==> src/common/read_cfg_consts.vh <==
// Offsets, field positions, reset values and timing counts for the
// read latency and execute-in-place configuration block.
// Assumes inclusion by bare name from the design files.
`ifndef READ_CFG_CONSTS_VH
`define READ_CFG_CONSTS_VH

// Register byte offsets on the Wishbone slave
`define OFS_READ_CONFIG      4'h0
`define OFS_ENHANCED_SETUP   4'h4
`define OFS_NONVOL_SETUP     4'h8
`define OFS_STATUS           4'hC

// Read config fields
`define DUMMY_MSB            7
`define DUMMY_LSB            4
`define XIP_BIT              3
`define READ_CONFIG_RESET    8'hF8
`define READ_CONFIG_WMASK    8'hF8

// Enhanced setup fields
`define QUAD_BIT             7
`define DUAL_BIT             6
`define ENH_RSVD_BIT         5
`define ENH_SETUP_RESET      8'hDF
`define ENH_SETUP_WMASK      8'hDF

// Dummy count codes
`define DUMMY_ZERO           4'h0
`define DUMMY_MAX            4'hF

// Protocol codes
`define PROTO_EXTENDED       2'h0
`define PROTO_TWO_LINE       2'h1
`define PROTO_FOUR_LINE      2'h2

// Status register bits
`define STS_PROTO_LSB        0
`define STS_XIP_BIT          2
`define STS_DUMMY_LSB        4

`endif

==> src/hdl/pin_sync.v <==
// Two-flop synchroniser for a bus of external levels.
// Assumes inputs asynchronous to core_clk.
`timescale 1ns/100ps
`default_nettype none
module pin_sync #(
  parameter WIDTH = 1
) (
  input  wire             core_clk,
  input  wire             reset_n,
  input  wire             clk_en,
  input  wire [WIDTH-1:0] async_in,
  output wire [WIDTH-1:0] sync_out
);
  reg [WIDTH-1:0] meta_ff;
  reg [WIDTH-1:0] sync_ff;

  // Two stages; the first is read by the second only
  always @(posedge core_clk or negedge reset_n) begin
    if (!reset_n) begin
      meta_ff <= {WIDTH{1'b0}};
      sync_ff <= {WIDTH{1'b0}};
    end else if (clk_en) begin
      meta_ff <= async_in;
      sync_ff <= meta_ff;
    end
  end

  assign sync_out = sync_ff;
endmodule
`default_nettype wire

==> src/hdl/dummy_counter.v <==
// Counts dummy link clocks after a fast read instruction.
// Assumes a one-cycle start pulse and a one-cycle link edge pulse.
`timescale 1ns/100ps
`default_nettype none
`include "read_cfg_consts.vh"
module dummy_counter (
  input  wire       core_clk,
  input  wire       reset_n,
  input  wire       clk_en,
  input  wire       start,
  input  wire       abort,
  input  wire       link_edge,
  input  wire [3:0] load_count,
  output wire       busy,
  output wire       first_edge,
  output reg        done_ff
);
  reg [3:0] left_ff;
  reg       first_ff;
  reg [3:0] nxt_left;

  assign busy       = (left_ff != 4'h0);
  assign first_edge = busy && first_ff && link_edge;

  // Next count
  always @* begin
    nxt_left = left_ff;
    if (abort)
      nxt_left = 4'h0;
    else if (start)
      nxt_left = load_count;
    else if (busy && link_edge)
      nxt_left = left_ff - 4'h1;
  end

  // Count state and done pulse
  always @(posedge core_clk or negedge reset_n) begin
    if (!reset_n) begin
      left_ff  <= 4'h0;
      first_ff <= 1'b0;
      done_ff  <= 1'b0;
    end else if (clk_en) begin
      left_ff  <= nxt_left;
      done_ff  <= !abort && busy && link_edge && (left_ff == 4'h1);
      if (start)
        first_ff <= 1'b1;
      else if (link_edge || abort)
        first_ff <= 1'b0;
    end
  end
endmodule
`default_nettype wire

==> src/hdl/read_latency_cfg.v <==
// Volatile read latency, execute-in-place and protocol configuration.
// Assumes a classic Wishbone master on core_clk and link pins from
// outside the domain, sampled by two flip-flops.
`timescale 1ns/100ps
`default_nettype none
`include "read_cfg_consts.vh"
module read_latency_cfg #(
  parameter BASIC_XIP = 1'b0
) (
  input  wire        core_clk,
  input  wire        reset_n,
  input  wire        clk_en,
  // Wishbone slave
  input  wire        wb_cyc_i,
  input  wire        wb_stb_i,
  input  wire        wb_we_i,
  input  wire [3:0]  wb_adr_i,
  input  wire [3:0]  wb_sel_i,
  input  wire [31:0] wb_dat_i,
  output reg  [31:0] wb_dat_o,
  output reg         wb_ack_o,
  output wire        wb_err_o,
  // Link pins
  input  wire        link_clk,
  input  wire        link_select_n,
  input  wire        serial_data_line_zero,
  // Instruction decoder side
  input  wire        fast_read_start,
  input  wire [7:0]  nonvolatile_setup,
  // Results
  output reg  [3:0]  dummy_cycles,
  output reg         execute_in_place_armed,
  output reg         xip_confirm,
  output reg         xip_sample_valid,
  output reg  [1:0]  protocol_mode,
  output wire        dummy_busy,
  output reg         dummy_done
);

  // ------------------------------------------------------------
  // Decoding functions
  // ------------------------------------------------------------

  // Effective dummy count: code zero acts as fifteen
  function [3:0] eff_dummy;
    input [3:0] code;
    begin
      eff_dummy = (code == `DUMMY_ZERO) ? `DUMMY_MAX : code;
    end
  endfunction

  // Protocol from enhanced setup; four-line wins over two-line
  function [1:0] proto_of;
    input [7:0] setup;
    begin
      if (!setup[`QUAD_BIT])
        proto_of = `PROTO_FOUR_LINE;
      else if (!setup[`DUAL_BIT])
        proto_of = `PROTO_TWO_LINE;
      else
        proto_of = `PROTO_EXTENDED;
    end
  endfunction

  // ------------------------------------------------------------
  // Registers and bus
  // ------------------------------------------------------------

  reg  [7:0] read_config_ff;
  reg  [7:0] enh_setup_ff;
  reg        loaded_ff;
  reg        ack_ff;
  wire       bus_req;
  wire       bus_wr;
  wire       mapped;
  wire       dummy_first;
  wire       dummy_done_w;
  wire [2:0] link_sync;
  reg        link_clk_d_ff;
  wire       link_rise;
  wire       link_active;

  assign bus_req  = wb_cyc_i && wb_stb_i && !ack_ff;
  assign mapped   = (wb_adr_i == `OFS_READ_CONFIG) ||
                    (wb_adr_i == `OFS_ENHANCED_SETUP) ||
                    (wb_adr_i == `OFS_NONVOL_SETUP) ||
                    (wb_adr_i == `OFS_STATUS);
  assign bus_wr   = bus_req && wb_we_i && wb_sel_i[0];
  assign wb_err_o = 1'b0;

  // Config registers; power-on copy of nonvolatile setup once
  always @(posedge core_clk or negedge reset_n) begin
    if (!reset_n) begin
      read_config_ff <= `READ_CONFIG_RESET;
      enh_setup_ff   <= `ENH_SETUP_RESET;
      loaded_ff      <= 1'b0;
    end else if (clk_en) begin
      if (!loaded_ff) begin
        loaded_ff    <= 1'b1;
        enh_setup_ff <= nonvolatile_setup & `ENH_SETUP_WMASK;
      end else if (bus_wr && wb_adr_i == `OFS_ENHANCED_SETUP) begin
        enh_setup_ff <= wb_dat_i[7:0] & `ENH_SETUP_WMASK;
      end
      if (bus_wr && wb_adr_i == `OFS_READ_CONFIG)
        read_config_ff <= wb_dat_i[7:0] & `READ_CONFIG_WMASK;
    end
  end

  // Ack one cycle after the request, for every address
  always @(posedge core_clk or negedge reset_n) begin
    if (!reset_n) begin
      ack_ff   <= 1'b0;
      wb_ack_o <= 1'b0;
      wb_dat_o <= 32'h0000_0000;
    end else if (clk_en) begin
      ack_ff   <= bus_req;
      wb_ack_o <= bus_req;
      wb_dat_o <= 32'h0000_0000;
      if (bus_req && !wb_we_i && mapped) begin
        case (wb_adr_i)
          `OFS_READ_CONFIG:
            wb_dat_o <= {24'h00_0000, read_config_ff};
          `OFS_ENHANCED_SETUP:
            wb_dat_o <= {24'h00_0000, enh_setup_ff};
          `OFS_NONVOL_SETUP:
            wb_dat_o <= {24'h00_0000, nonvolatile_setup};
          default:
            wb_dat_o <= {24'h00_0000, dummy_cycles, 1'b0,
                         execute_in_place_armed, protocol_mode};
        endcase
      end
    end
  end

  // ------------------------------------------------------------
  // Link sampling
  // ------------------------------------------------------------

  pin_sync #(
    .WIDTH (3)
  ) u_sync (
    .core_clk (core_clk),
    .reset_n  (reset_n),
    .clk_en   (clk_en),
    // Select goes in inverted, so the reset value means deselected
    .async_in ({serial_data_line_zero, ~link_select_n, link_clk}),
    .sync_out (link_sync)
  );

  // Rising edge of synchronised link clock
  always @(posedge core_clk or negedge reset_n) begin
    if (!reset_n)
      link_clk_d_ff <= 1'b0;
    else if (clk_en)
      link_clk_d_ff <= link_sync[0];
  end

  assign link_active = link_sync[1];
  assign link_rise   = link_sync[0] && !link_clk_d_ff && link_active;

  // ------------------------------------------------------------
  // Dummy clock phase
  // ------------------------------------------------------------

  dummy_counter u_dummy (
    .core_clk   (core_clk),
    .reset_n    (reset_n),
    .clk_en     (clk_en),
    .start      (fast_read_start && link_active),
    .abort      (!link_active),
    .link_edge  (link_rise),
    .load_count (dummy_cycles),
    .busy       (dummy_busy),
    .first_edge (dummy_first),
    .done_ff    (dummy_done_w)
  );

  // Decoded outputs and first-dummy capture
  always @(posedge core_clk or negedge reset_n) begin
    if (!reset_n) begin
      dummy_cycles           <= `DUMMY_MAX;
      execute_in_place_armed <= 1'b0;
      protocol_mode          <= `PROTO_EXTENDED;
      xip_confirm            <= 1'b0;
      xip_sample_valid       <= 1'b0;
      dummy_done             <= 1'b0;
    end else if (clk_en) begin
      dummy_cycles  <= eff_dummy(read_config_ff[`DUMMY_MSB:`DUMMY_LSB]);
      protocol_mode <= proto_of(enh_setup_ff);
      execute_in_place_armed <= BASIC_XIP ||
                                !read_config_ff[`XIP_BIT];
      dummy_done       <= dummy_done_w;
      xip_sample_valid <= dummy_first && execute_in_place_armed;
      if (dummy_first && execute_in_place_armed)
        xip_confirm <= link_sync[2];
    end
  end

endmodule
`default_nettype wire

==> config.mk <==
export PLATFORM = sky130hd
export DESIGN_NAME = read_latency_cfg
export DESIGN_NICKNAME = d
export VERILOG_FILES = /design/src/hdl/pin_sync.v /design/src/hdl/dummy_counter.v /design/src/hdl/read_latency_cfg.v
export VERILOG_INCLUDE_DIRS = /design/src /design/src/common
export SDC_FILE = /design/constraint.sdc
export NUM_CORES = 1
export LEC_CHECK = 0
export ABC_CLOCK_PERIOD_IN_PS = 3900
export BUFFER_PORTS_ARGS = -buffer_cell sky130_fd_sc_hd__buf_2
export CORE_MARGIN = 5
export CORE_UTILIZATION = 40
export CTS_CLUSTER_SIZE = 30
export DETAILED_ROUTE_END_ITERATION = 8
export PLACE_DENSITY_LB_ADDON = 0.1
export SLEW_MARGIN = 20
export SYNTH_ARGS = -nofsm -noshare
export SYNTH_HDL_FRONTEND = slang
export SYNTH_SLANG_ARGS = --single-unit
export TNS_END_PERCENT = 5
==> constraint.sdc <==
create_clock -name core_clk -period 3.9 [get_ports core_clk]
set_input_delay 0.39 -clock core_clk [delete_from_list [all_inputs] [get_ports core_clk]]
set_output_delay 0.39 -clock core_clk [all_outputs]
set_load 0.05 [all_outputs]
==> run metrics <==
largest area contributor in the synthesized netlist sky130_fd_sc_hd__dfrtp_1; average wire per standard cell 15.8 um; relative contribution of sequential cells to total power 0.436; Util after Layout 0.469; initial antenna violation count 0; reg2reg end enh_setup_ff[1]; filler-free cell count of the finished design 360; Detailed Place HPWL 4100 um; CP Class register to primary output; Global Route Usage Sum 0.157; Yosys cell types 44; Slew headroom 0.458; cell area after layout 0.00280 mm^2; crit path launch u_dummy.left_ff[0]; core region area 0.00596 mm^2; Global Route met1 Usage 0.238; worst hold-check path type input pin to async pin; Sinks on Clock Net 45; CTS tree done; EDFF count, synth 0; post-cts gate resize count 0; max-cap violation count 0; share of flip-flops with an asynchronous set or reset 1.00; post-synthesis sequential element count 45; # fillers 587; Longest Clk Path Bufs 2; Avg Cell Area, Syn 10.3 um^2; number of post-CTS setup repair buffers 0; Post-Route Skew 4.71 ps; sequential element share of the synthesized area 0.465; sequential cell area 0.00115 mm^2; row count 28; slew at the pin with the worst max-slew slack 807 ps; number of global-route vias before repair 1840; number of buffers added to fix hold violations after cts 0; DRC violation count after routing 0; worst endpoint data arrival time 1740 ps; number of buffers created by CTS 5; Clock transition at path regs 80 ps; commonest cells after routing, fill and taps aside sky130_fd_sc_hd__buf_2, sky130_fd_sc_hd__dfrtp_1, sky130_fd_sc_hd__conb_1; GR Layer Usage met2 0.223; area share of the leading cell type in the synthesized netlist 0.295; root buf cell sky130_fd_sc_hd__clkbuf_8; count of buffers from port buffering 50; die area 0.00783 mm^2; P per Cell Area 461 mW/mm^2; internal power component 872 uW; top_reg_cell synth sky130_fd_sc_hd__dfrtp_1; data required time of the worst path 3510 ps; vias per std cell 5.13; length of the first detailed-routing pass in iterations 4; Syn Std Cell Area 0.00246 mm^2; area added between synthesis and finish 13.5%; switch share 0.323; Die X-Extent 88.5 um; met3 demand-to-capacity share in global routing 0.0410; setup repair after global routing missed its margin false; effective utilization at floorplan 0.413; instance count after placement with tap cells included 352; Nets 345; most area-consuming cells after synthesis sky130_fd_sc_hd__dfrtp_1, sky130_fd_sc_hd__dfstp_2, sky130_fd_sc_hd__buf_4; Ports 103; total gr overflow 0; static power due to leakage 1.30 nW; total power after layout 1.29 mW; Warnings, synthesis 0; area of combinational cells with multiple inputs 0.00110 mm^2; power share of the clock group 0.323; cell count of the worst reg-to-reg path 4; cells after synthesis 239; Worst Hold Slack 79.4 ps; Peak VDD IR 0.238 mV; combinational cell fraction of total power 0.240; maximum number of pins on one net before global-route repair 46; outcome finished, final reports clean; number of inserted diodes 0; number of nets still failing antenna checks after routing 0; Max Slew Vio Count 0; most frequent standard cell in the layout excluding fill and tap cells sky130_fd_sc_hd__buf_2; later-pin clock latency in the skew report 300 ps; initial drt markers 162; Finish-stage setup viols 0; Total Wirelength 5680 um; Critical Path Fanout Max 4; worst reg2reg setup slack 1930 ps; placer's final routability congestion estimate 0.794; number of H-tree levels 2; Critical Path Start Type register; Reg-to-Reg Start ack_ff; Setup crit end kind primary output; part of the cycle the worst path needs 0.547; fin crit period 2130 ps; vias post-DR 1845; sw power 415 uW; worst setup slack after placement 1640 ps; global route hottest layer met1; overall die height 88.5 um; summed negative setup slack over all endpoints 0 ps; f_max 469 MHz; final setup margin 1770 ps; Worst Setup EP dummy_busy; fraction of layout cells with a size suffix above 1 0.330; wire length of the first global-routing pass 9400 um; number of hold violations in the final report 0; placed inst area 0.00266 mm^2
-- kinds of logic after synthesis --
family / count (synthesis) / synth area share
compound gates: 59 / 0.161
flops: 45 / 0.465
other cells: 1 / 0.00152
mux: 29 / 0.125
simple gates: 50 / 0.108
fa+ha+maj: 3 / 0.0152
buf+inv: 52 / 0.124
-- sequential cells by signal (all words and copies together), names as in the netlist, 2 cells and up --
signal and cells:
u_dummy.left_ff 4, wb_dat_o 8, u_sync.meta_ff 3, enh_setup_ff 7, protocol_mode 2, dummy_cycles 4, u_sync.sync_out 3, read_config_ff 5
-- critical path: stages (launching register included) --
cell and delay, ps:
sky130_fd_sc_hd__dfrtp_1 420, sky130_fd_sc_hd__inv_1 120, sky130_fd_sc_hd__ha_1 200, sky130_fd_sc_hd__or3b_2 480
sky130_fd_sc_hd__buf_2 230
-- power groups by stage --
stage / logic, mW / registers (mW) / clock network [mW]
3_5_place_dp: 0.309 / 0.570 / 0
5_1_grt: 0.339 / 0.571 / 0.444
2_1_floorplan: 0.206 / 0.611 / 0
3_3_place_gp: 0.309 / 0.569 / 0
4_1_cts: 0.310 / 0.562 / 0.429
6_report: 0.309 / 0.562 / 0.416
-- cell type report --
cell class              instances  area share
clock buffers                   5      0.0246
multi-input cells             166       0.394
inverters                      14      0.0188
flip-flops and latches         45       0.410
clock inverters                 3      0.0233
repair buffers                 52      0.0958
well taps                      75      0.0336
-- per-layer routing --
metal  vias to the layer above  wire length, um
met5                         -                0
met4                         0               47
met3                         5              414
met2                        68             2300
met1                       877             2910
li1                        895                -
-- Yosys cell counts (2+ instances only) --
cell type	n
sky130_fd_sc_hd__ha_1	3
sky130_fd_sc_hd__inv_1	13
sky130_fd_sc_hd__o32ai_1	3
sky130_fd_sc_hd__nand3_1	6
sky130_fd_sc_hd__or3_1	2
sky130_fd_sc_hd__o22a_1	2
sky130_fd_sc_hd__buf_4	25
sky130_fd_sc_hd__a31oi_1	4
sky130_fd_sc_hd__mux2i_1	15
sky130_fd_sc_hd__nor2_1	12
sky130_fd_sc_hd__a22o_1	6
sky130_fd_sc_hd__clkbuf_1	9
sky130_fd_sc_hd__dfstp_2	16
sky130_fd_sc_hd__nand2b_1	3
sky130_fd_sc_hd__o2bb2ai_1	2
sky130_fd_sc_hd__buf_6	2
sky130_fd_sc_hd__a32oi_1	2
sky130_fd_sc_hd__nor2b_1	2
sky130_fd_sc_hd__nand2_1	5
sky130_fd_sc_hd__nor3_1	9
sky130_fd_sc_hd__dfrtp_1	29
sky130_fd_sc_hd__o21a_1	7
sky130_fd_sc_hd__a21oi_1	7
sky130_fd_sc_hd__mux2_2	14
sky130_fd_sc_hd__o21ai_0	21
sky130_fd_sc_hd__nand3b_1	2
-- worst min-delay path by stage --
stage / startpoint / to / slack, ps / cells after the start
final: reset_n / wb_dat_o[2] / 80 / 1
after floorplan: reset_n / ack_ff / 90 / 0
after CTS: link_select_n / u_sync.meta_ff[1] / 260 / 2
after global placement: loaded_ff / loaded_ff / 450 / 2
after global routing: reset_n / u_sync.meta_ff[2] / 130 / 1
after detailed placement: loaded_ff / loaded_ff / 450 / 2
Note: power is estimated with default switching activity, not from simulation.
